[config.mk]
export PLATFORM = sky130hd
export DESIGN_NAME = can_frame_counter_irq_routing
export DESIGN_NICKNAME = d
export VERILOG_FILES = /design/src/can_frame_counter_irq_routing.v /design/src/frame_counter.v /design/src/irq_router.v
export VERILOG_INCLUDE_DIRS = /design/src
export SDC_FILE = /design/constraint.sdc
export NUM_CORES = 1
export LEC_CHECK = 0
export BUFFER_PORTS_ARGS = -buffer_cell sky130_fd_sc_hd__buf_2
export CAP_MARGIN = 40
export CORE_MARGIN = 2
export CORE_UTILIZATION = 50
export DETAILED_ROUTE_END_ITERATION = 10
export GPL_TIMING_DRIVEN = 0
export PLACE_DENSITY = 0.77
export SYNTH_ARGS = -nofsm -noshare
export SYNTH_HDL_FRONTEND = slang
export SYNTH_SLANG_ARGS = --single-unit
[constraint.sdc]
create_clock -name hclk -period 2.5 [get_ports hclk]
set_clock_uncertainty 0.15 [all_clocks]
set_input_delay 0.5 -clock hclk [delete_from_list [all_inputs] [get_ports hclk]]
set_output_delay 0.5 -clock hclk [all_outputs]
set_load 0.01 [all_outputs]
[src/can_fc_defines.vh]
`ifndef CAN_FC_DEFINES_VH
`define CAN_FC_DEFINES_VH

// Register byte offsets on the AHB-Lite slave.
`define OFS_A_FC_CTRL 12'h000
`define OFS_B_FC_CTRL 12'h004
`define OFS_A_IRQ_ROUTE 12'h008
`define OFS_B_IRQ_ROUTE 12'h00C
`define OFS_IRQ_STATUS 12'h010
`define OFS_IRQ_MASK 12'h014
`define OFS_NODE_IRQ_EN 12'h018

// Counter control field positions.
`define FC_MODE_TS_BIT 3
`define FC_MODE_FOREIGN_BIT 0
`define FC_MODE_RX_BIT 1
`define FC_MODE_TX_BIT 2
`define FC_IE_BIT 6
`define FC_OV_BIT 7
`define FC_CTRL_RW_MASK 7'h4F

// Time-stamp mode values.
`define FC_MODE_TS_SOF 4'h8
`define FC_MODE_TS_EOF 4'h9

// Routing register layout.
`define ROUTE_ERR_LSB 0
`define ROUTE_LEC_LSB 4
`define ROUTE_TRX_LSB 8
`define ROUTE_OVF_LSB 12
`define ROUTE_RW_MASK 16'h7777
`define ROUTE_RESET 16'h0000

// Node interrupt enable bits.
`define NIE_ERR_BIT 0
`define NIE_LEC_BIT 1
`define NIE_SUCC_BIT 2

`endif

[src/can_frame_counter_irq_routing.v]
`include "can_fc_defines.vh"

module can_frame_counter_irq_routing (
    hclk,
    hresetn,
    hsel,
    haddr,
    htrans,
    hwrite,
    hsize,
    hwdata,
    hready,
    hrdata,
    hreadyout,
    hresp,
    a_bit_start,
    a_sof_bit,
    a_eof_last_bit,
    a_frame_ok,
    a_frame_tx_own,
    a_frame_rx_own,
    a_error_req,
    a_last_error_req,
    a_tx_ok_req,
    a_rx_ok_req,
    b_bit_start,
    b_sof_bit,
    b_eof_last_bit,
    b_frame_ok,
    b_frame_tx_own,
    b_frame_rx_own,
    b_error_req,
    b_last_error_req,
    b_tx_ok_req,
    b_rx_ok_req,
    a_captured_count_field,
    a_captured_count_valid,
    b_captured_count_field,
    b_captured_count_valid,
    a_time_stamp,
    b_time_stamp,
    can_irq_nodes,
    irq
);
    input wire hclk;
    input wire hresetn;
    input wire hsel;
    input wire [31:0] haddr;
    input wire [1:0] htrans;
    input wire hwrite;
    input wire [2:0] hsize;
    input wire [31:0] hwdata;
    input wire hready;
    output reg [31:0] hrdata;
    output wire hreadyout;
    output wire hresp;
    input wire a_bit_start;
    input wire a_sof_bit;
    input wire a_eof_last_bit;
    input wire a_frame_ok;
    input wire a_frame_tx_own;
    input wire a_frame_rx_own;
    input wire a_error_req;
    input wire a_last_error_req;
    input wire a_tx_ok_req;
    input wire a_rx_ok_req;
    input wire b_bit_start;
    input wire b_sof_bit;
    input wire b_eof_last_bit;
    input wire b_frame_ok;
    input wire b_frame_tx_own;
    input wire b_frame_rx_own;
    input wire b_error_req;
    input wire b_last_error_req;
    input wire b_tx_ok_req;
    input wire b_rx_ok_req;
    output reg [15:0] a_captured_count_field;
    output reg a_captured_count_valid;
    output reg [15:0] b_captured_count_field;
    output reg b_captured_count_valid;
    output wire [15:0] a_time_stamp;
    output wire [15:0] b_time_stamp;
    output wire [7:0] can_irq_nodes;
    output wire irq;

    reg [6:0] a_ctrl_r;
    reg [6:0] b_ctrl_r;
    reg [15:0] a_route_r;
    reg [15:0] b_route_r;
    reg [5:0] nie_r;
    reg [1:0] irq_status_r;
    reg [1:0] irq_mask_r;
    reg wr_pend_r;
    reg [11:0] wr_addr_r;
    wire [15:0] a_count;
    wire [15:0] b_count;
    wire [15:0] a_sof_cap;
    wire [15:0] b_sof_cap;
    wire a_ovf_flag;
    wire b_ovf_flag;
    wire a_ovf_pulse;
    wire b_ovf_pulse;
    wire a_ovf_clr;
    wire b_ovf_clr;
    wire [15:0] a_ctrl_rd;
    wire [15:0] b_ctrl_rd;
    wire [7:0] route_vec [0:7];
    wire [3:0] src_req [0:1];
    wire [2:0] src_sel [0:7];
    wire wr_now;
    wire rd_now;
    wire wr_a_ctrl;
    wire wr_b_ctrl;
    wire wr_a_route;
    wire wr_b_route;
    wire wr_status;
    wire wr_mask;
    wire wr_nie;
    wire [1:0] irq_set;
    integer k;

    // Every access finishes in its first data-phase cycle, always OKAY.
    assign hreadyout = 1'b1;
    assign hresp = 1'b0;
    assign wr_now = wr_pend_r;
    assign rd_now = hsel & hready & htrans[1] & ~hwrite;

    // One write strobe per register, decoded once from the captured address phase.
    assign wr_a_ctrl = wr_now & (wr_addr_r == `OFS_A_FC_CTRL);
    assign wr_b_ctrl = wr_now & (wr_addr_r == `OFS_B_FC_CTRL);
    assign wr_a_route = wr_now & (wr_addr_r == `OFS_A_IRQ_ROUTE);
    assign wr_b_route = wr_now & (wr_addr_r == `OFS_B_IRQ_ROUTE);
    assign wr_status = wr_now & (wr_addr_r == `OFS_IRQ_STATUS);
    assign wr_mask = wr_now & (wr_addr_r == `OFS_IRQ_MASK);
    assign wr_nie = wr_now & (wr_addr_r == `OFS_NODE_IRQ_EN);

    // Control half read-back: count in the upper half, unused bits zero.
    assign a_ctrl_rd = {8'h00, a_ovf_flag, a_ctrl_r[6], 2'b00, a_ctrl_r[3:0]};
    assign b_ctrl_rd = {8'h00, b_ovf_flag, b_ctrl_r[6], 2'b00, b_ctrl_r[3:0]};

    // Writing a zero to the overflow flag acknowledges it.
    assign a_ovf_clr = wr_a_ctrl & ~hwdata[`FC_OV_BIT];
    assign b_ovf_clr = wr_b_ctrl & ~hwdata[`FC_OV_BIT];

    // One counter per node; the two share nothing but the clock and reset.
    frame_counter u_fc_a (
        .hclk(hclk),
        .hresetn(hresetn),
        .mode(a_ctrl_r[3:0]),
        .ovf_clear(a_ovf_clr),
        .bit_start(a_bit_start),
        .sof_bit(a_sof_bit),
        .eof_last_bit(a_eof_last_bit),
        .frame_ok(a_frame_ok),
        .frame_tx_own(a_frame_tx_own),
        .frame_rx_own(a_frame_rx_own),
        .count_r(a_count),
        .sample_r(a_time_stamp),
        .sof_capture_r(a_sof_cap),
        .overflow_flag_r(a_ovf_flag),
        .overflow_pulse(a_ovf_pulse)
    );

    // Node B mirrors node A with its own strobes and control half.
    frame_counter u_fc_b (
        .hclk(hclk),
        .hresetn(hresetn),
        .mode(b_ctrl_r[3:0]),
        .ovf_clear(b_ovf_clr),
        .bit_start(b_bit_start),
        .sof_bit(b_sof_bit),
        .eof_last_bit(b_eof_last_bit),
        .frame_ok(b_frame_ok),
        .frame_tx_own(b_frame_tx_own),
        .frame_rx_own(b_frame_rx_own),
        .count_r(b_count),
        .sample_r(b_time_stamp),
        .sof_capture_r(b_sof_cap),
        .overflow_flag_r(b_ovf_flag),
        .overflow_pulse(b_ovf_pulse)
    );

    // Gated requests per node: error, last error, tx/rx OK, overflow.
    assign src_req[0] = {a_ovf_pulse & a_ctrl_r[`FC_IE_BIT],
        (a_tx_ok_req | a_rx_ok_req) & nie_r[`NIE_SUCC_BIT],
        a_last_error_req & nie_r[`NIE_LEC_BIT],
        a_error_req & nie_r[`NIE_ERR_BIT]};
    assign src_req[1] = {b_ovf_pulse & b_ctrl_r[`FC_IE_BIT],
        (b_tx_ok_req | b_rx_ok_req) & nie_r[3 + `NIE_SUCC_BIT],
        b_last_error_req & nie_r[3 + `NIE_LEC_BIT],
        b_error_req & nie_r[3 + `NIE_ERR_BIT]};
    // Pointer fields, node A sources first and node B sources after them.
    assign src_sel[0] = a_route_r[`ROUTE_ERR_LSB +: 3];
    assign src_sel[1] = a_route_r[`ROUTE_LEC_LSB +: 3];
    assign src_sel[2] = a_route_r[`ROUTE_TRX_LSB +: 3];
    assign src_sel[3] = a_route_r[`ROUTE_OVF_LSB +: 3];
    assign src_sel[4] = b_route_r[`ROUTE_ERR_LSB +: 3];
    assign src_sel[5] = b_route_r[`ROUTE_LEC_LSB +: 3];
    assign src_sel[6] = b_route_r[`ROUTE_TRX_LSB +: 3];
    assign src_sel[7] = b_route_r[`ROUTE_OVF_LSB +: 3];

    // Eight steering units, four sources per node, each with its own pointer.
    genvar g;
    generate
        for (g = 0; g < 8; g = g + 1) begin : gen_route
            irq_router u_rt (
                .sel(src_sel[g]),
                .req(src_req[g / 4][g % 4]),
                .nodes(route_vec[g])
            );
        end
    endgenerate

    // Node lines are the OR of every source steered there.
    assign can_irq_nodes = route_vec[0] | route_vec[1] | route_vec[2] | route_vec[3]
        | route_vec[4] | route_vec[5] | route_vec[6] | route_vec[7];

    // Sticky overflow events for the block interrupt; set beats clear.
    assign irq_set = {b_ovf_pulse, a_ovf_pulse};
    assign irq = |(irq_status_r & irq_mask_r);

    // AHB address phase captured for the write data phase.
    always @(posedge hclk or negedge hresetn) begin
        if (!hresetn) begin
            wr_pend_r <= 1'b0;
            wr_addr_r <= 12'h000;
        end else begin
            wr_pend_r <= hsel & hready & htrans[1] & hwrite;
            wr_addr_r <= haddr[11:0];
        end
    end

    // Read data registered at the address phase so it stands in the data phase.
    always @(posedge hclk or negedge hresetn) begin
        if (!hresetn) begin
            hrdata <= 32'h0000_0000;
        end else if (rd_now) begin
            case (haddr[11:0])
                `OFS_A_FC_CTRL: hrdata <= {a_count, a_ctrl_rd};
                `OFS_B_FC_CTRL: hrdata <= {b_count, b_ctrl_rd};
                `OFS_A_IRQ_ROUTE: hrdata <= {16'h0000, a_route_r};
                `OFS_B_IRQ_ROUTE: hrdata <= {16'h0000, b_route_r};
                `OFS_IRQ_STATUS: hrdata <= {30'h0000_0000, irq_status_r};
                `OFS_IRQ_MASK: hrdata <= {30'h0000_0000, irq_mask_r};
                `OFS_NODE_IRQ_EN: hrdata <= {26'h000_0000, nie_r};
                default: hrdata <= 32'h0000_0000;
            endcase
        end
    end

    // Counter control halves; reserved bits are dropped so they read back as zero.
    always @(posedge hclk or negedge hresetn) begin
        if (!hresetn) begin
            a_ctrl_r <= 7'h00;
            b_ctrl_r <= 7'h00;
        end else begin
            if (wr_a_ctrl) begin
                a_ctrl_r <= hwdata[6:0] & `FC_CTRL_RW_MASK;
            end
            if (wr_b_ctrl) begin
                b_ctrl_r <= hwdata[6:0] & `FC_CTRL_RW_MASK;
            end
        end
    end

    // Node pointers; the gap bits are never stored, so no stale one can show.
    always @(posedge hclk or negedge hresetn) begin
        if (!hresetn) begin
            a_route_r <= `ROUTE_RESET;
            b_route_r <= `ROUTE_RESET;
        end else begin
            if (wr_a_route) begin
                a_route_r <= hwdata[15:0] & `ROUTE_RW_MASK;
            end
            if (wr_b_route) begin
                b_route_r <= hwdata[15:0] & `ROUTE_RW_MASK;
            end
        end
    end

    // Mask and node enables share no state with the counters, so they sit apart.
    always @(posedge hclk or negedge hresetn) begin
        if (!hresetn) begin
            nie_r <= 6'h00;
            irq_mask_r <= 2'b00;
        end else begin
            if (wr_mask) begin
                irq_mask_r <= hwdata[1:0];
            end
            if (wr_nie) begin
                nie_r <= hwdata[5:0];
            end
        end
    end

    // Status bits: set by overflow, cleared by writing one; set wins.
    always @(posedge hclk or negedge hresetn) begin
        if (!hresetn) begin
            irq_status_r <= 2'b00;
        end else begin
            for (k = 0; k < 2; k = k + 1) begin
                if (irq_set[k]) begin
                    irq_status_r[k] <= 1'b1;
                end else if (wr_status && hwdata[k]) begin
                    irq_status_r[k] <= 1'b0;
                end
            end
        end
    end

    // At a correct transfer's end the SOF count goes to the message object.
    always @(posedge hclk or negedge hresetn) begin
        if (!hresetn) begin
            a_captured_count_field <= 16'h0000;
            a_captured_count_valid <= 1'b0;
            b_captured_count_field <= 16'h0000;
            b_captured_count_valid <= 1'b0;
        end else begin
            a_captured_count_valid <= a_frame_ok & (a_frame_tx_own | a_frame_rx_own);
            b_captured_count_valid <= b_frame_ok & (b_frame_tx_own | b_frame_rx_own);
            if (a_frame_ok) begin
                a_captured_count_field <= a_sof_cap;
            end
            if (b_frame_ok) begin
                b_captured_count_field <= b_sof_cap;
            end
        end
    end
endmodule // can_frame_counter_irq_routing

[src/frame_counter.v]
`include "can_fc_defines.vh"

module frame_counter (
    hclk,
    hresetn,
    mode,
    ovf_clear,
    bit_start,
    sof_bit,
    eof_last_bit,
    frame_ok,
    frame_tx_own,
    frame_rx_own,
    count_r,
    sample_r,
    sof_capture_r,
    overflow_flag_r,
    overflow_pulse
);
    input wire hclk;
    input wire hresetn;
    input wire [3:0] mode;
    input wire ovf_clear;
    input wire bit_start;
    input wire sof_bit;
    input wire eof_last_bit;
    input wire frame_ok;
    input wire frame_tx_own;
    input wire frame_rx_own;
    output reg [15:0] count_r;
    output reg [15:0] sample_r;
    output reg [15:0] sof_capture_r;
    output reg overflow_flag_r;
    output wire overflow_pulse;

    wire ts_mode;
    wire foreign;
    wire frame_hit;
    wire inc;

    assign ts_mode = mode[`FC_MODE_TS_BIT];
    // A correct frame that this node neither sent nor took is foreign.
    assign foreign = frame_ok & ~frame_tx_own & ~frame_rx_own;
    // Several matching conditions on one frame still give a single increment.
    assign frame_hit = (foreign & mode[`FC_MODE_FOREIGN_BIT])
        | (frame_ok & frame_rx_own & mode[`FC_MODE_RX_BIT])
        | (frame_ok & frame_tx_own & mode[`FC_MODE_TX_BIT]);
    assign inc = ts_mode ? bit_start : frame_hit;
    assign overflow_pulse = inc & (count_r == 16'hFFFF);

    // Counter, samples and sticky overflow; a new overflow beats a clear.
    always @(posedge hclk or negedge hresetn) begin
        if (!hresetn) begin
            count_r <= 16'h0000;
            sample_r <= 16'h0000;
            sof_capture_r <= 16'h0000;
            overflow_flag_r <= 1'b0;
        end else begin
            if (inc) begin
                count_r <= count_r + 16'h0001;
            end
            if (sof_bit) begin
                sof_capture_r <= count_r;
            end
            if (mode == `FC_MODE_TS_SOF && sof_bit) begin
                sample_r <= count_r;
            end else if (mode == `FC_MODE_TS_EOF && eof_last_bit) begin
                sample_r <= count_r;
            end
            if (overflow_pulse) begin
                overflow_flag_r <= 1'b1;
            end else if (ovf_clear) begin
                overflow_flag_r <= 1'b0;
            end
        end
    end
endmodule // frame_counter

[src/irq_router.v]
module irq_router (
    sel,
    req,
    nodes
);
    input wire [2:0] sel;
    input wire req;
    output wire [7:0] nodes;

    // One-hot steering: a request lands on exactly one node.
    assign nodes = {7'h00, req} << sel;
endmodule // irq_router
# After elaboration in Yosys (flattened, before gate mapping)
# Cells that the tools add are included.
# W data, S select, Z words.
# op_classes
muxes,15
addsub,2
eq_ne,18
div,0
n_shift,8
n_mul,0
n_bitwise,61
order_cmp,0
n_reduce_logical,15
# ops
op,count
$pmux W32 S7,1
$eq A12 B5 Y1 const B,6
$mux W16,4
$shl A1 B3 Y8,8
$or A8 B8 Y8,7
$eq A12 B4 Y1 const B,4
$and A1 B1 Y1,39
$add A16 B1 Y16 const B,2
$eq A16 B16 Y1 const B,2
$eq A12 B3 Y1 const B,2
$logic_not A12 Y1,2
$eq A4 B4 Y1 const B,4
$reduce_bool A2 Y1,6
$mux W1,10
$or A1 B1 Y1,8
$logic_and A1 B1 Y1,6
$not A1 Y1,6
$and A2 B2 Y2,1
$reduce_or A2 Y1,1
# word_totals
romBits,0
reg_bits,221
latchBits,0
output_inout_bits,109
mem_count,0
word_cells,142
in_bits,94
mem_bits_rw,0

# Logic depth before layout (Yosys ltp)
# Gate-level depths: netlist of run 1.
# logic_depth
word_depth,15
depth_mapped,7
ltp_nobuf,5

# Hierarchy
# A second synthesis of run 1 with hierarchy kept.
# hier_totals
cells_unflattened,760
hier_area_um2,10060.9
# modules_own_cells
module,seq_area_each_um2,area_each_um2,cells_each,instances
can_frame_counter_irq_routing,3027.9,5236.3,412,1
frame_counter,1226.2,2026.9,142,2
irq_router,0.0,96.3,8,8

# Worst setup path after synthesis of run 1
# OpenSTA, ideal clock, no wires.
# synth_timing
kind,input to output
from,in b_frame_ok
to,out can_irq_nodes[0]
setup_slack_ps,-397
t_arrival_ps,2247
stages,7
required_ps,1850
n_path_buf,2
path_cell_list,clkbuf_1 -> nor2b_1 -> o21ai_0 -> and2_1 -> clkbuf_1 -> or4_1 -> o21ai_0
# synth_via
elab_chain_cells,10
elab_cells_between_ends,14
classes_between,shift (1); mux (1); bitwise (12)
# synth_rtl
item,line,source
"start, declared",can_frame_counter_irq_routing.v:70,input wire b_frame_ok;
$and A1 B1 Y1 (2 in a row),frame_counter.v:43,assign foreign = frame_ok & ~frame_tx_own & ~frame_rx_own;
$and A1 B1 Y1,frame_counter.v:45,assign frame_hit = (foreign & mode[`FC_MODE_FOREIGN_BIT])
$or A1 B1 Y1,frame_counter.v:45,
$or A1 B1 Y1 *,frame_counter.v:45,
$mux W1 *,frame_counter.v:48,assign inc = ts_mode ? bit_start : frame_hit;
$and A1 B1 Y1 *,frame_counter.v:49,assign overflow_pulse = inc & (count_r == 16'hFFFF);
$and A1 B1 Y1 *,can_frame_counter_irq_routing.v:188,"assign src_req[1] = {b_ovf_pulse & b_ctrl_r[`FC_IE_BIT],"
$shl A1 B3 Y8 *,irq_router.v:11,"assign nodes = {7'h00, req} << sel;"
$or A8 B8 Y8 *,can_frame_counter_irq_routing.v:216,| route_vec[4] | route_vec[5] | route_vec[6] | route_vec[7];
"end, declared",can_frame_counter_irq_routing.v:83,output wire [7:0] can_irq_nodes;
# Every way passes the cells marked *; elsewhere a longest branch is shown, timed or not.

# Final worst setup path of run 1
# layout_timing
from,reg b_ctrl_r[2]
to,out can_irq_nodes[6]
# layout_via
elab_chain_cells,7
# layout_rtl
item,line,source
"start, declared",can_frame_counter_irq_routing.v:87,reg [6:0] b_ctrl_r;
"start signal, assigned",can_frame_counter_irq_routing.v:261,b_ctrl_r <= hwdata[6:0] & `FC_CTRL_RW_MASK;
$and A1 B1 Y1,frame_counter.v:47,| (frame_ok & frame_tx_own & mode[`FC_MODE_TX_BIT]);
$or A1 B1 Y1,frame_counter.v:45,
$mux W1,frame_counter.v:48,
$and A1 B1 Y1,frame_counter.v:49,
$and A1 B1 Y1,can_frame_counter_irq_routing.v:188,
$shl A1 B3 Y8,irq_router.v:11,
$or A8 B8 Y8,can_frame_counter_irq_routing.v:216,
# Every way passes these cells.

==> flow_summary_export.csv, run 1 <==
group,metric,value,unit
run_status,status,"finished, violations left",
run_status,violations,"negative setup slack",
synth,syn_area_per_cell,12.3,µm²
setup_path,path_class,"flop to primary output",
setup_path,reg2regPathDepth,7,
route,wirelength,25700,µm
sta,finalCritPeriodShare,1.17,
sta,fin_ws,-0.435,ns
setup_path,crit_arrival,2.28,ns
floorplan,dieArea,0.0206,mm²
placed_design,pre_cts_slack,-0.548,ns
synth,synthArstFlopShare,1.00,
flow_run,maxCapViolCount,0,
sta,max_freq,341,MHz
hold_path,worstHoldStart,"haddr[4]",
synth,synth_edf_count,0,
global_route,grt_pass1_wl,39300,µm
route,drt_first_pass_iters,6,
power,powerDensity,581,mW/mm²
setup_path,crit_path_start_kind,"flop",
synth,synth_top_flop_cell,"dfrtp_1",
clock_network,clockRootBuffer,"clkbuf_16",
sta,finalSetupViolations,8,
floorplan,start_util,0.505,
floorplan,io_pins,203,
placed_design,place_inst,1210,
route,vias_per_cell,5.61,
cells_and_area,nets,1123,
route,drc,0,
clock_network,cts_inserted_buffers,23,
cells_and_area,post-route-util,0.645,
clock_network,tritoncts,"yes",
setup_path,rr_startpoint,"wr_addr_r[6]",
cells_and_area,n_antenna_cell,0,
synth,synth.ff_latch_count,219,
setup_path,worst-path-max-fanout,4,
setup_path,critPathMostFrequentCell,"o21ai_2",
placed_design,numPortBuffers,152,
sta,period_minus_slack,2.93,ns
clock_network,clk_pin_slew_worst_paths,0.06,ns
hold_path,whs_endpoint,"wr_addr_r[4]",
clock_network,worstSkewPairLatency,0.53,ns
placed_design,gp_congestion,0.976,
hold_path,hp-class,"input pin to flop",
cells_and_area,syn2layout_area_growth,27.8,%
cells_and_area,drive_gt1_frac,0.453,
clock_network,cts_max_path_buffers,3,
power,leakage,6.07,nW
global_route,grt.total_usage,0.246,
sta,tightest_slew,0.919,ns
cells_and_area,fillCellCount,1500,
synth,synth_cell_types,57,
clock_network,htreeDepth,1,
global_route,grt_pass1_vias,7261,
setup_path,rrSetupSlack,0.01,ns
power,ir_worst_vdd,0.566,mV
setup_path,endpoint_kind,"primary output",
synth,ys_seq_area_frac,0.563,
floorplan,dieHeight,143,µm
clock_network,cts_sinks,219,
setup_path,cp_slowest_stage_delay,0.60,ns
route,first_iter_violations,618,
cells_and_area,final_common_cell,"dfrtp_1",
route,antenna_left,0,
cells_and_area,stdcell_count,1306,
sta,finalHoldViolations,0,
floorplan,fp.coreArea,0.0193,mm²
placed_design,dp_hpwl,17200,µm
sta,drv_slew,0,
route,via_count,7329,
synth,syn_area,0.00973,mm²
setup_path,crit_slowest_cell,"or4_4",
sta,maxSlewHeadroom,0.383,
hold_path,min_path_cells,1,
setup_path,r2r-end,"a_route_r[0]",
floorplan,rows,51,
global_route,grt_max_degree,125,
global_route,overflow,0,
global_route,antenna_found_initial,0,
floorplan,die_w,143,µm
sta,rsz0062_at_grt,"true",
setup_path,crit_chain,"a22o_1, o21ai_2, and2_4, or4_4, o21ai_2, buf_2",
route,wl_per_cell,19.6,µm
cells_and_area,layout_common_cells,"dfrtp_1 (196), buf_2 (149), mux2_2 (133)",
synth,synth_cells,789,
setup_path,required,1.85,ns
synth,yosysWarnings,0,
## state kept, by name, indices dropped and copies added, names as in the netlist, 5 cells and up
signal                  cells
u_fc_b.sof_capture_r       16
u_fc_a.sample_r            16
a_route_r                  12
nie_r                       6
u_fc_b.sample_r            16
u_fc_a.count_r             16
b_ctrl_r                    5
a_ctrl_r                    5
b_route_r                  12
u_fc_b.count_r             16
b_captured_count_field     16
u_fc_a.sof_capture_r       16
wr_addr_r                  12
hrdata                     30
a_captured_count_field     16
## cell type report
class                           instances  area (µm²)  share of cell area
Buffer                                 35         204              0.0164
Clock buffer                           33         663              0.0533
Clock inverter                          6        72.6             0.00584
Inverter                               10        37.5             0.00302
Multi-Input combinational cell        520        4260               0.343
Sequential cell                       219        5510               0.443
Tap cell                              265         332              0.0267
Timing Repair Buffer                  218        1350               0.109
## where the power goes
| group | switching [mW] | internal, mW |
|---|---|---|
| Sequential | 0.0157 | 3.56 |
| Combinational | 0.188 | 0.109 |
| Clock | 1.39 | 1.95 |
| Total | 1.60 | 5.62 |
## metrics by stage
| step | power, mW | setup TNS, ns | hold slack [ns] | cell area (µm²) |
|---|---|---|---|---|
| floorplan | 3.75 | -2.10 | 0.0544 | 9780 |
| global placement | 3.91 | -664.83 | 0.310 | 10900 |
| detailed placement | 3.92 | -27.23 | 0.315 | 10900 |
| CTS | 7.28 | -2.96 | 0.0138 | 12300 |
| global route | 7.46 | -4.07 | 0.0338 | 12400 |
| finish | 7.22 | -3.13 | 0.0338 | 12400 |
## what timing repair did
item / in CTS / in global routing
hold buffers: 12 / 0
gates resized for setup: 67 / 21
gates cloned: 1 / 1
setup endpoints to repair: 44 / 49
setup buffers: 39 / 12
pin swaps: 22 / 11
hold endpoints to repair: 106 / 0
## cells by family (layout without fill, tap and decap cells)
group	after synthesis	after routing	share of synthesized area
fa+ha+maj	2	2	0.00257
flops	219	219	0.563
xor+xnor	30	30	0.0270
other cells	2	4	0.000772
simple gates	212	213	0.118
mux	164	164	0.189
buf+inv	53	302	0.0255
compound gates	107	107	0.0732
## worst max-delay path by stage
stage	startpoint	to	slack [ns]	cells past startpoint
finish	b_ctrl_r[2]	can_irq_nodes[6]	-0.43	6
global route	u_fc_a.count_r[13]	can_irq_nodes[0]	-0.50	6
CTS	b_ctrl_r[2]	can_irq_nodes[6]	-0.42	6
floorplan	haddr[10]	hrdata[21]	-0.15	7
detailed placement	wr_addr_r[5]	b_route_r[1]	-0.55	6
global placement	hresetn	hrdata[10]	-2.94	1
## worst max-delay path: cells and delay by family, from the launching register on
kind	cells	cell delay, ns
DFF	1	0.40
buffers and inverters	1	0.15
and+or+nand+nor	2	0.75
AOI/OAI and AO/OA	3	0.46
## synth_stat cells, types with 4 or more instances
| cell | instances | area, µm² |
|---|---|---|
| or3_1 | 4 | 25.0 |
| buf_4 | 4 | 30.0 |
| xor2_1 | 5 | 43.8 |
| a21oi_1 | 9 | 45.0 |
| o32ai_1 | 6 | 52.6 |
| nand4_1 | 15 | 93.8 |
| or4_1 | 7 | 52.6 |
| buf_1 | 4 | 15.0 |
| o21ai_2 | 10 | 87.6 |
| nor3b_1 | 5 | 37.5 |
| o211ai_1 | 4 | 30.0 |
| clkbuf_1 | 30 | 113 |
| o21ai_0 | 38 | 190 |
| mux2i_1 | 23 | 230 |
| nor4_1 | 9 | 56.3 |
| nand3b_1 | 7 | 52.6 |
| a22oi_1 | 8 | 60.1 |
| nand2_1 | 70 | 263 |
| and2_1 | 4 | 25.0 |
| nand2b_1 | 13 | 81.3 |
| xnor2_1 | 25 | 219 |
| o22ai_1 | 13 | 81.3 |
| and3_1 | 7 | 43.8 |
| nor3_1 | 19 | 95.1 |
| mux2_2 | 139 | 1570 |
| nor2_1 | 11 | 41.3 |
| dfrtp_1 | 219 | 5480 |
| nand3_1 | 22 | 110 |
| inv_1 | 10 | 37.5 |
## per-layer routing
layer / vias up / GRT usage / wire length, µm / share of wire
met1: 3651 / 0.338 / 11200 / 0.44
met5: - / 0 / 0 / 0
met2: 288 / 0.396 / 12000 / 0.47
met4: 0 / 0.0738 / 663 / 0.026
met3: 46 / 0.0503 / 1760 / 0.069
li1: 3344 / - / - / -
No activity file was read; power rests on OpenSTA's default activity.
==> run 2, diff against run 1 <==
--- a/config.mk
+++ b/config.mk
@@ -6,6 +6,7 @@
 export SDC_FILE = /design/constraint.sdc
 export NUM_CORES = 1
 export LEC_CHECK = 0
+export ABC_AREA = 1
 export BUFFER_PORTS_ARGS = -buffer_cell sky130_fd_sc_hd__buf_2
 export CAP_MARGIN = 40
 export CORE_MARGIN = 2
==> run 2 against run 1 <==
Compared with the run above: the run still ends with negative setup slack left; global-route usage is 0.92 points higher; total power is 29% higher; cell area is 0.60% lower; clock power is 4% higher; wire length is 5.6% higher; critical path type unchanged; largest power group unchanged.
==> flow_summary_export.csv, run 2 <==
group,metric,value,unit
cells_and_area,layout_common_cells,"nand2_1 (302), dfrtp_1 (216), buf_2 (162)",
synth,syn_area,0.00997,mm²
synth,synthArstFlopShare,1.00,
clock_network,cts_sinks,219,
synth,synth_top_family_by_area,"simple AND/OR/NAND/NOR gates",
setup_path,crit_buf_inv,1,
setup_path,required,1.85,ns
synth,yosys.area.top_type_share,0.549,
placed_design,post_dp_cell_area,0.0111,mm²
placed_design,dp_hpwl,19200,µm
setup_path,cp_slowest_stage_delay,0.40,ns
synth,yosysWarnings,0,
power,ir_worst_vdd,0.510,mV
synth,synth_edf_count,0,
setup_path,path_class,"flop to primary output",
global_route,grt_pass1_wl,44000,µm
cells_and_area,stdcell_count,1666,
route,first_iter_violations,729,
clock_network,worstSkewPairLatency,0.51,ns
synth,synth_compound_area_frac,0.112,
global_route,grt_pass1_vias,8546,
placed_design,gp_congestion,0.937,
route,drt_first_pass_iters,6,
global_route,antenna_found_initial,0,
cells_and_area,largest_reg_flops,30,
sta,rsz0062_at_grt,"true",
synth,synth_commonest_cells,"nand2_1 (305), dfrtp_1 (219), inv_1 (138)",
synth,synth-xor-area-share,0.0246,
setup_path,worst-path-max-fanout,4,
sta,fin_ws,-0.246,ns
synth,synth_cells,1170,
route,antenna_left,0,
synth,synthSimpleGateAreaFrac,0.234,
sta,finalSetupViolations,8,
floorplan,start_util,0.511,
sta,maxSlewHeadroom,0.449,
sta,hold_slack,0.0810,ns
placed_design,place_inst,1594,
placed_design,numPortBuffers,156,
synth,yosysTopAreaCell,"dfrtp_1",
synth,synth_area_leaders,"dfrtp_1 (55%), nand2_1 (11%), o21ai_0 (6.0%)",
cells_and_area,fin_area,0.0124,mm²
setup_path,crit_path_start_kind,"flop",
global_route,overflow,0,
clock_network,clockRootBuffer,"clkbuf_16",
sta,max_freq,364,MHz
clock_network,cts_max_path_buffers,3,
sta,finalHoldViolations,0,
clock_network,clk_pin_slew_worst_paths,0.06,ns
synth,synth_cell_types,37,
route,wirelength,27100,µm
sta,period_minus_slack,2.75,ns
cells_and_area,syn2layout_area_growth,23.9,%
sta,tightest_slew,0.827,ns
cells_and_area,n_antenna_cell,0,
clock_network,cts_inserted_buffers,23,
run_status,status,"finished, violations left",
power,power.total,9.32,mW
clock_network,htreeDepth,1,
floorplan,rows,51,
cells_and_area,nets,1482,
synth,syn_area_per_cell,8.53,µm²
route,drc,0,
route,wl_per_cell,16.3,µm
setup_path,path_delay_family,"simple AND/OR/NAND/NOR gates",
power,powerDensity,755,mW/mm²
global_route,grt.total_usage,0.255,
cells_and_area,top_register,"hrdata",
setup_path,endpoint_kind,"primary output",
floorplan,dieArea,0.0211,mm²
setup_path,crit_slowest_cell,"dfrtp_1",
power,leakage,6.64,nW
synth,synth.mux.area_fraction,0.00113,
clock_network,tritoncts,"yes",
floorplan,die_w,145,µm
synth,synth_top_flop_cell,"dfrtp_1",
sta,finalCritPeriodShare,1.10,
sta,drv_slew,0,
global_route,grt_max_degree,114,
route,vias_per_cell,5.28,
run_status,violations,"negative setup slack",
synth,ys_seq_area_frac,0.549,
floorplan,io_pins,203,
cells_and_area,final_common_cell,"nand2_1",
floorplan,dieHeight,145,µm
hold_path,hp-class,"input pin to flop",
route,via_count,8791,
setup_path,crit_chain,"ha_4, nand2_2, nor2_1, nand2_1, nor2_4, nand3_4, nor2_4, nand3_1, nand3_1, buf_2",
cells_and_area,drive_gt1_frac,0.219,
floorplan,fp.coreArea,0.0195,mm²
synth,synth.ff_latch_count,219,
setup_path,crit_arrival,2.10,ns
flow_run,maxCapViolCount,0,
synth,synthAdderAreaFrac,0.00251,
synth,yosysMostFrequentCell,"nand2_1",
[run 2: cells by family (layout without fill, tap and decap cells)]
logic type,Yosys count,after routing
adders and majority gates,2,2
xor gates and xnor gates,28,28
and+or+nand+nor,530,530
muxes,1,1
AOI/OAI and AO/OA,202,202
other,2,4
buffers and inverters,186,415
DFF,219,219
[run 2: final cells by class]
cell class / instances / area (µm²)
buffer: 41 / 210
clock buffer: 32 / 669
clock inverter: 8 / 101
fill: 1683 / 7170
inverter: 145 / 544
multi-input combinational: 767 / 3890
sequential: 219 / 5480
tap: 265 / 332
timing repair buffer: 189 / 1120
[run 2: final timing paths]
path	from	to	slack, ns	cells after the start
worst min register to register	hrdata[7]	hrdata[7]	0.32	1
min in group asynchronous	hresetn	a_captured_count_valid	0.50	2
max in group asynchronous	hresetn	u_fc_b.count_r[7]	0.67	3
worst max-delay path	u_fc_a.count_r[1]	can_irq_nodes[5]	-0.25	10
worst max register to register	u_fc_b.count_r[1]	irq_status_r[1]	0.12	14
worst min-delay path	hwrite	wr_now	0.08	3
[run 2: repair_timing]
action,CTS,global route
setup endpoints to repair,8,8
pin swaps,7,9
gates resized for setup,24,17
hold endpoints to repair,118,0
hold buffers,13,0
buffers inserted,17,2
[run 2: power breakdown]
group	internal (mW)	switching (mW)
sequential	3.97	0.317
combinational	0.582	0.985
clock	2.08	1.39
[run 2: metal layers]
metal	up-vias	GRT usage	part of all wire	routed length [µm]
li1	4203	-	-	-
met5	-	0	0	0
met1	4183	0.353	0.43	11700
met2	340	0.425	0.49	13200
met3	65	0.0299	0.054	1470
met4	0	0.0784	0.029	793
[run 2: worst min-delay path: stages]
cell and delay (ns):
buf_2 0.11, inv_1 0.05, nor2_1 0.04
[run 2: metrics by stage]
| step | util | setup slack (ns) | setup TNS (ns) |
|---|---|---|---|
| 2_1_floorplan | - | 0.471 | 0 |
| 3_3_place_gp | 0.568 | -2.92 | -634.88 |
| 3_5_place_dp | 0.570 | -0.0659 | -0.401 |
| 4_1_cts | 0.628 | -0.200 | -1.43 |
| 5_1_grt | 0.633 | -0.324 | -2.37 |
| 6_report | 0.633 | -0.246 | -1.73 |
==> run 3, diff against run 2 <==
--- a/config.mk
+++ b/config.mk
@@ -9,7 +9,6 @@
 export ABC_AREA = 1
 export BUFFER_PORTS_ARGS = -buffer_cell sky130_fd_sc_hd__buf_2
 export CAP_MARGIN = 40
-export CORE_MARGIN = 2
 export CORE_UTILIZATION = 50
 export DETAILED_ROUTE_END_ITERATION = 10
 export GPL_TIMING_DRIVEN = 0
==> run 3 against run 2 <==
Compared with the run above: register-to-register slack worse by 0.06 ns; cell area is 0.32% lower; flip-flop and latch count stayed put; critical path depth is 1 lower; maximum frequency is 0.80% lower; global-route usage is 1.2 points higher; wire length is 2.0% lower; sequential share of layout area is 0.16 points higher; the run still ends with negative setup slack left; hold slack better by 0.0021 ns; clock-buffer cell count is 2 higher; highest routed layer unchanged; non-clock buffer count is 7 higher.
==> flow_summary_export.csv, run 3 (synthesized netlist as in run 2, its figures left out) <==
group,metric,value,unit
run_status,status,"finished, violations left",
run_status,violations,"negative setup slack",
global_route,overflow,0,
route,drc,0,
clock_network,worstSkewPairLatency,0.52,ns
setup_path,cp_slowest_stage_delay,0.42,ns
sta,drv_slew,0,
clock_network,cts_max_path_buffers,3,
floorplan,fp.coreArea,0.0195,mm²
global_route,grt_pass1_vias,8583,
cells_and_area,top_register,"hrdata",
global_route,grt.total_usage,0.267,
route,vias_per_cell,5.23,
global_route,grt_pass1_wl,43000,µm
cells_and_area,largest_reg_flops,30,
floorplan,start_util,0.511,
cells_and_area,nets,1489,
sta,finalCritPeriodShare,1.11,
cells_and_area,final_common_cell,"nand2_1",
clock_network,clk_pin_slew_worst_paths,0.06,ns
route,antenna_left,0,
floorplan,die_w,143,µm
route,wl_per_cell,15.9,µm
cells_and_area,stdcell_count,1672,
setup_path,crit_slowest_cell,"dfrtp_1",
setup_path,crit_arrival,2.12,ns
global_route,antenna_found_initial,0,
clock_network,tritoncts,"yes",
cells_and_area,multi_input_area,0.00388,mm²
setup_path,endpoint_kind,"primary output",
clock_network,cts_inserted_buffers,23,
cells_and_area,regArea,0.00549,mm²
flow_run,maxCapViolCount,0,
sta,maxSlewHeadroom,0.530,
placed_design,post_dp_cell_area,0.0111,mm²
cells_and_area,fillCellCount,1664,
sta,rsz0062_at_grt,"true",
power,powerDensity,738,mW/mm²
cells_and_area,syn2layout_area_growth,23.5,%
setup_path,required,1.85,ns
power,power.total,9.08,mW
sta,hold_slack,0.0831,ns
sta,finalHoldViolations,0,
clock_network,htreeDepth,1,
clock_network,clockRootBuffer,"clkbuf_16",
setup_path,worst-path-max-fanout,4,
floorplan,rows,51,
floorplan,io_pins,203,
cells_and_area,drive_gt1_frac,0.222,
sta,fin_ws,-0.268,ns
power,ir_worst_vdd,0.460,mV
clock_network,cts_sinks,219,
floorplan,dieHeight,143,µm
sta,final.setup.tns,-1.85,ns
route,via_count,8748,
route,drt_first_pass_iters,5,
power,leakage,6.62,nW
floorplan,dieArea,0.0205,mm²
sta,finalSetupViolations,8,
sta,max_freq,361,MHz
setup_path,path_class,"flop to primary output",
route,wirelength,26600,µm
setup_path,crit_path_start_kind,"flop",
placed_design,dp_hpwl,18900,µm
global_route,grt_max_degree,126,
setup_path,crit_chain,"nand2_1, nor2_1, nand2_2, nor2_4, nand3_4, nor2_4, nand3_1, nand3_1, buf_2",
route,first_iter_violations,744,
cells_and_area,layout_common_cells,"nand2_1 (299), dfrtp_1 (214), buf_2 (164)",
placed_design,pre_cts_slack,-0.0512,ns
cells_and_area,post-route-util,0.631,
placed_design,gp_congestion,0.953,
cells_and_area,fin_area,0.0123,mm²
hold_path,hp-class,"input pin to flop",
placed_design,place_inst,1594,
setup_path,crit_buf_inv,1,
sta,period_minus_slack,2.77,ns
placed_design,numPortBuffers,156,
sta,tightest_slew,0.705,ns
cells_and_area,n_antenna_cell,0,
setup_path,path_delay_family,"simple AND/OR/NAND/NOR gates",
-- run 3: cell types whose count changed in the layout (fill, tap and decap cells not counted), sizes merged --
cell,before,now
clkbuf,50,52
buf,199,206
clkinvlp,0,1
clkinv,5,3
bufinv,2,0
-- run 3: cell type report --
type                            count  area share
Clock inverter                      5     0.00254
Multi-Input combinational cell    767       0.315
Buffer                             41      0.0171
Sequential cell                   219       0.445
Inverter                          145      0.0442
Clock buffer                       34      0.0542
Tap cell                          265      0.0269
Timing Repair Buffer              196      0.0944
-- run 3: worst paths after layout --
check,startpoint,endpoint,slack [ns],cells after the start
worst max-delay path,u_fc_a.count_r[14],can_irq_nodes[4],-0.27,9
min in group asynchronous,hresetn,u_fc_b.sof_capture_r[10],0.43,2
worst min-delay path,hwrite,wr_now,0.08,3
max in group asynchronous,hresetn,wr_addr_r[6],0.68,3
worst max register to register,u_fc_b.count_r[0],u_fc_b.count_r[6],0.06,16
worst min register to register,hrdata[20],hrdata[20],0.32,2
-- run 3: where the power goes --
part	internal [mW]	switching, mW
registers	3.97	0.307
logic	0.608	0.987
clock network	1.84	1.37
-- run 3: tightest hold or removal path, delay by kind of cell --
| kind | cells | cell delay [ns] |
|---|---|---|
| buffers and inverters | 2 | 0.17 |
| AND/OR/NAND/NOR | 1 | 0.04 |
-- run 3: routing by layer --
layer,GRT usage,part of all wire
met3,0.0315,0.053
met5,0,0
met4,0.0985,0.028
met2,0.441,0.48
met1,0.363,0.43
-- run 3: timing repair --
item,CTS,global route
endpoints found under the setup margin,8,15
pin swaps,9,10
resized for setup,18,26
buffers inserted,20,8
hold buffers,13,0
endpoints found under the hold margin,106,0
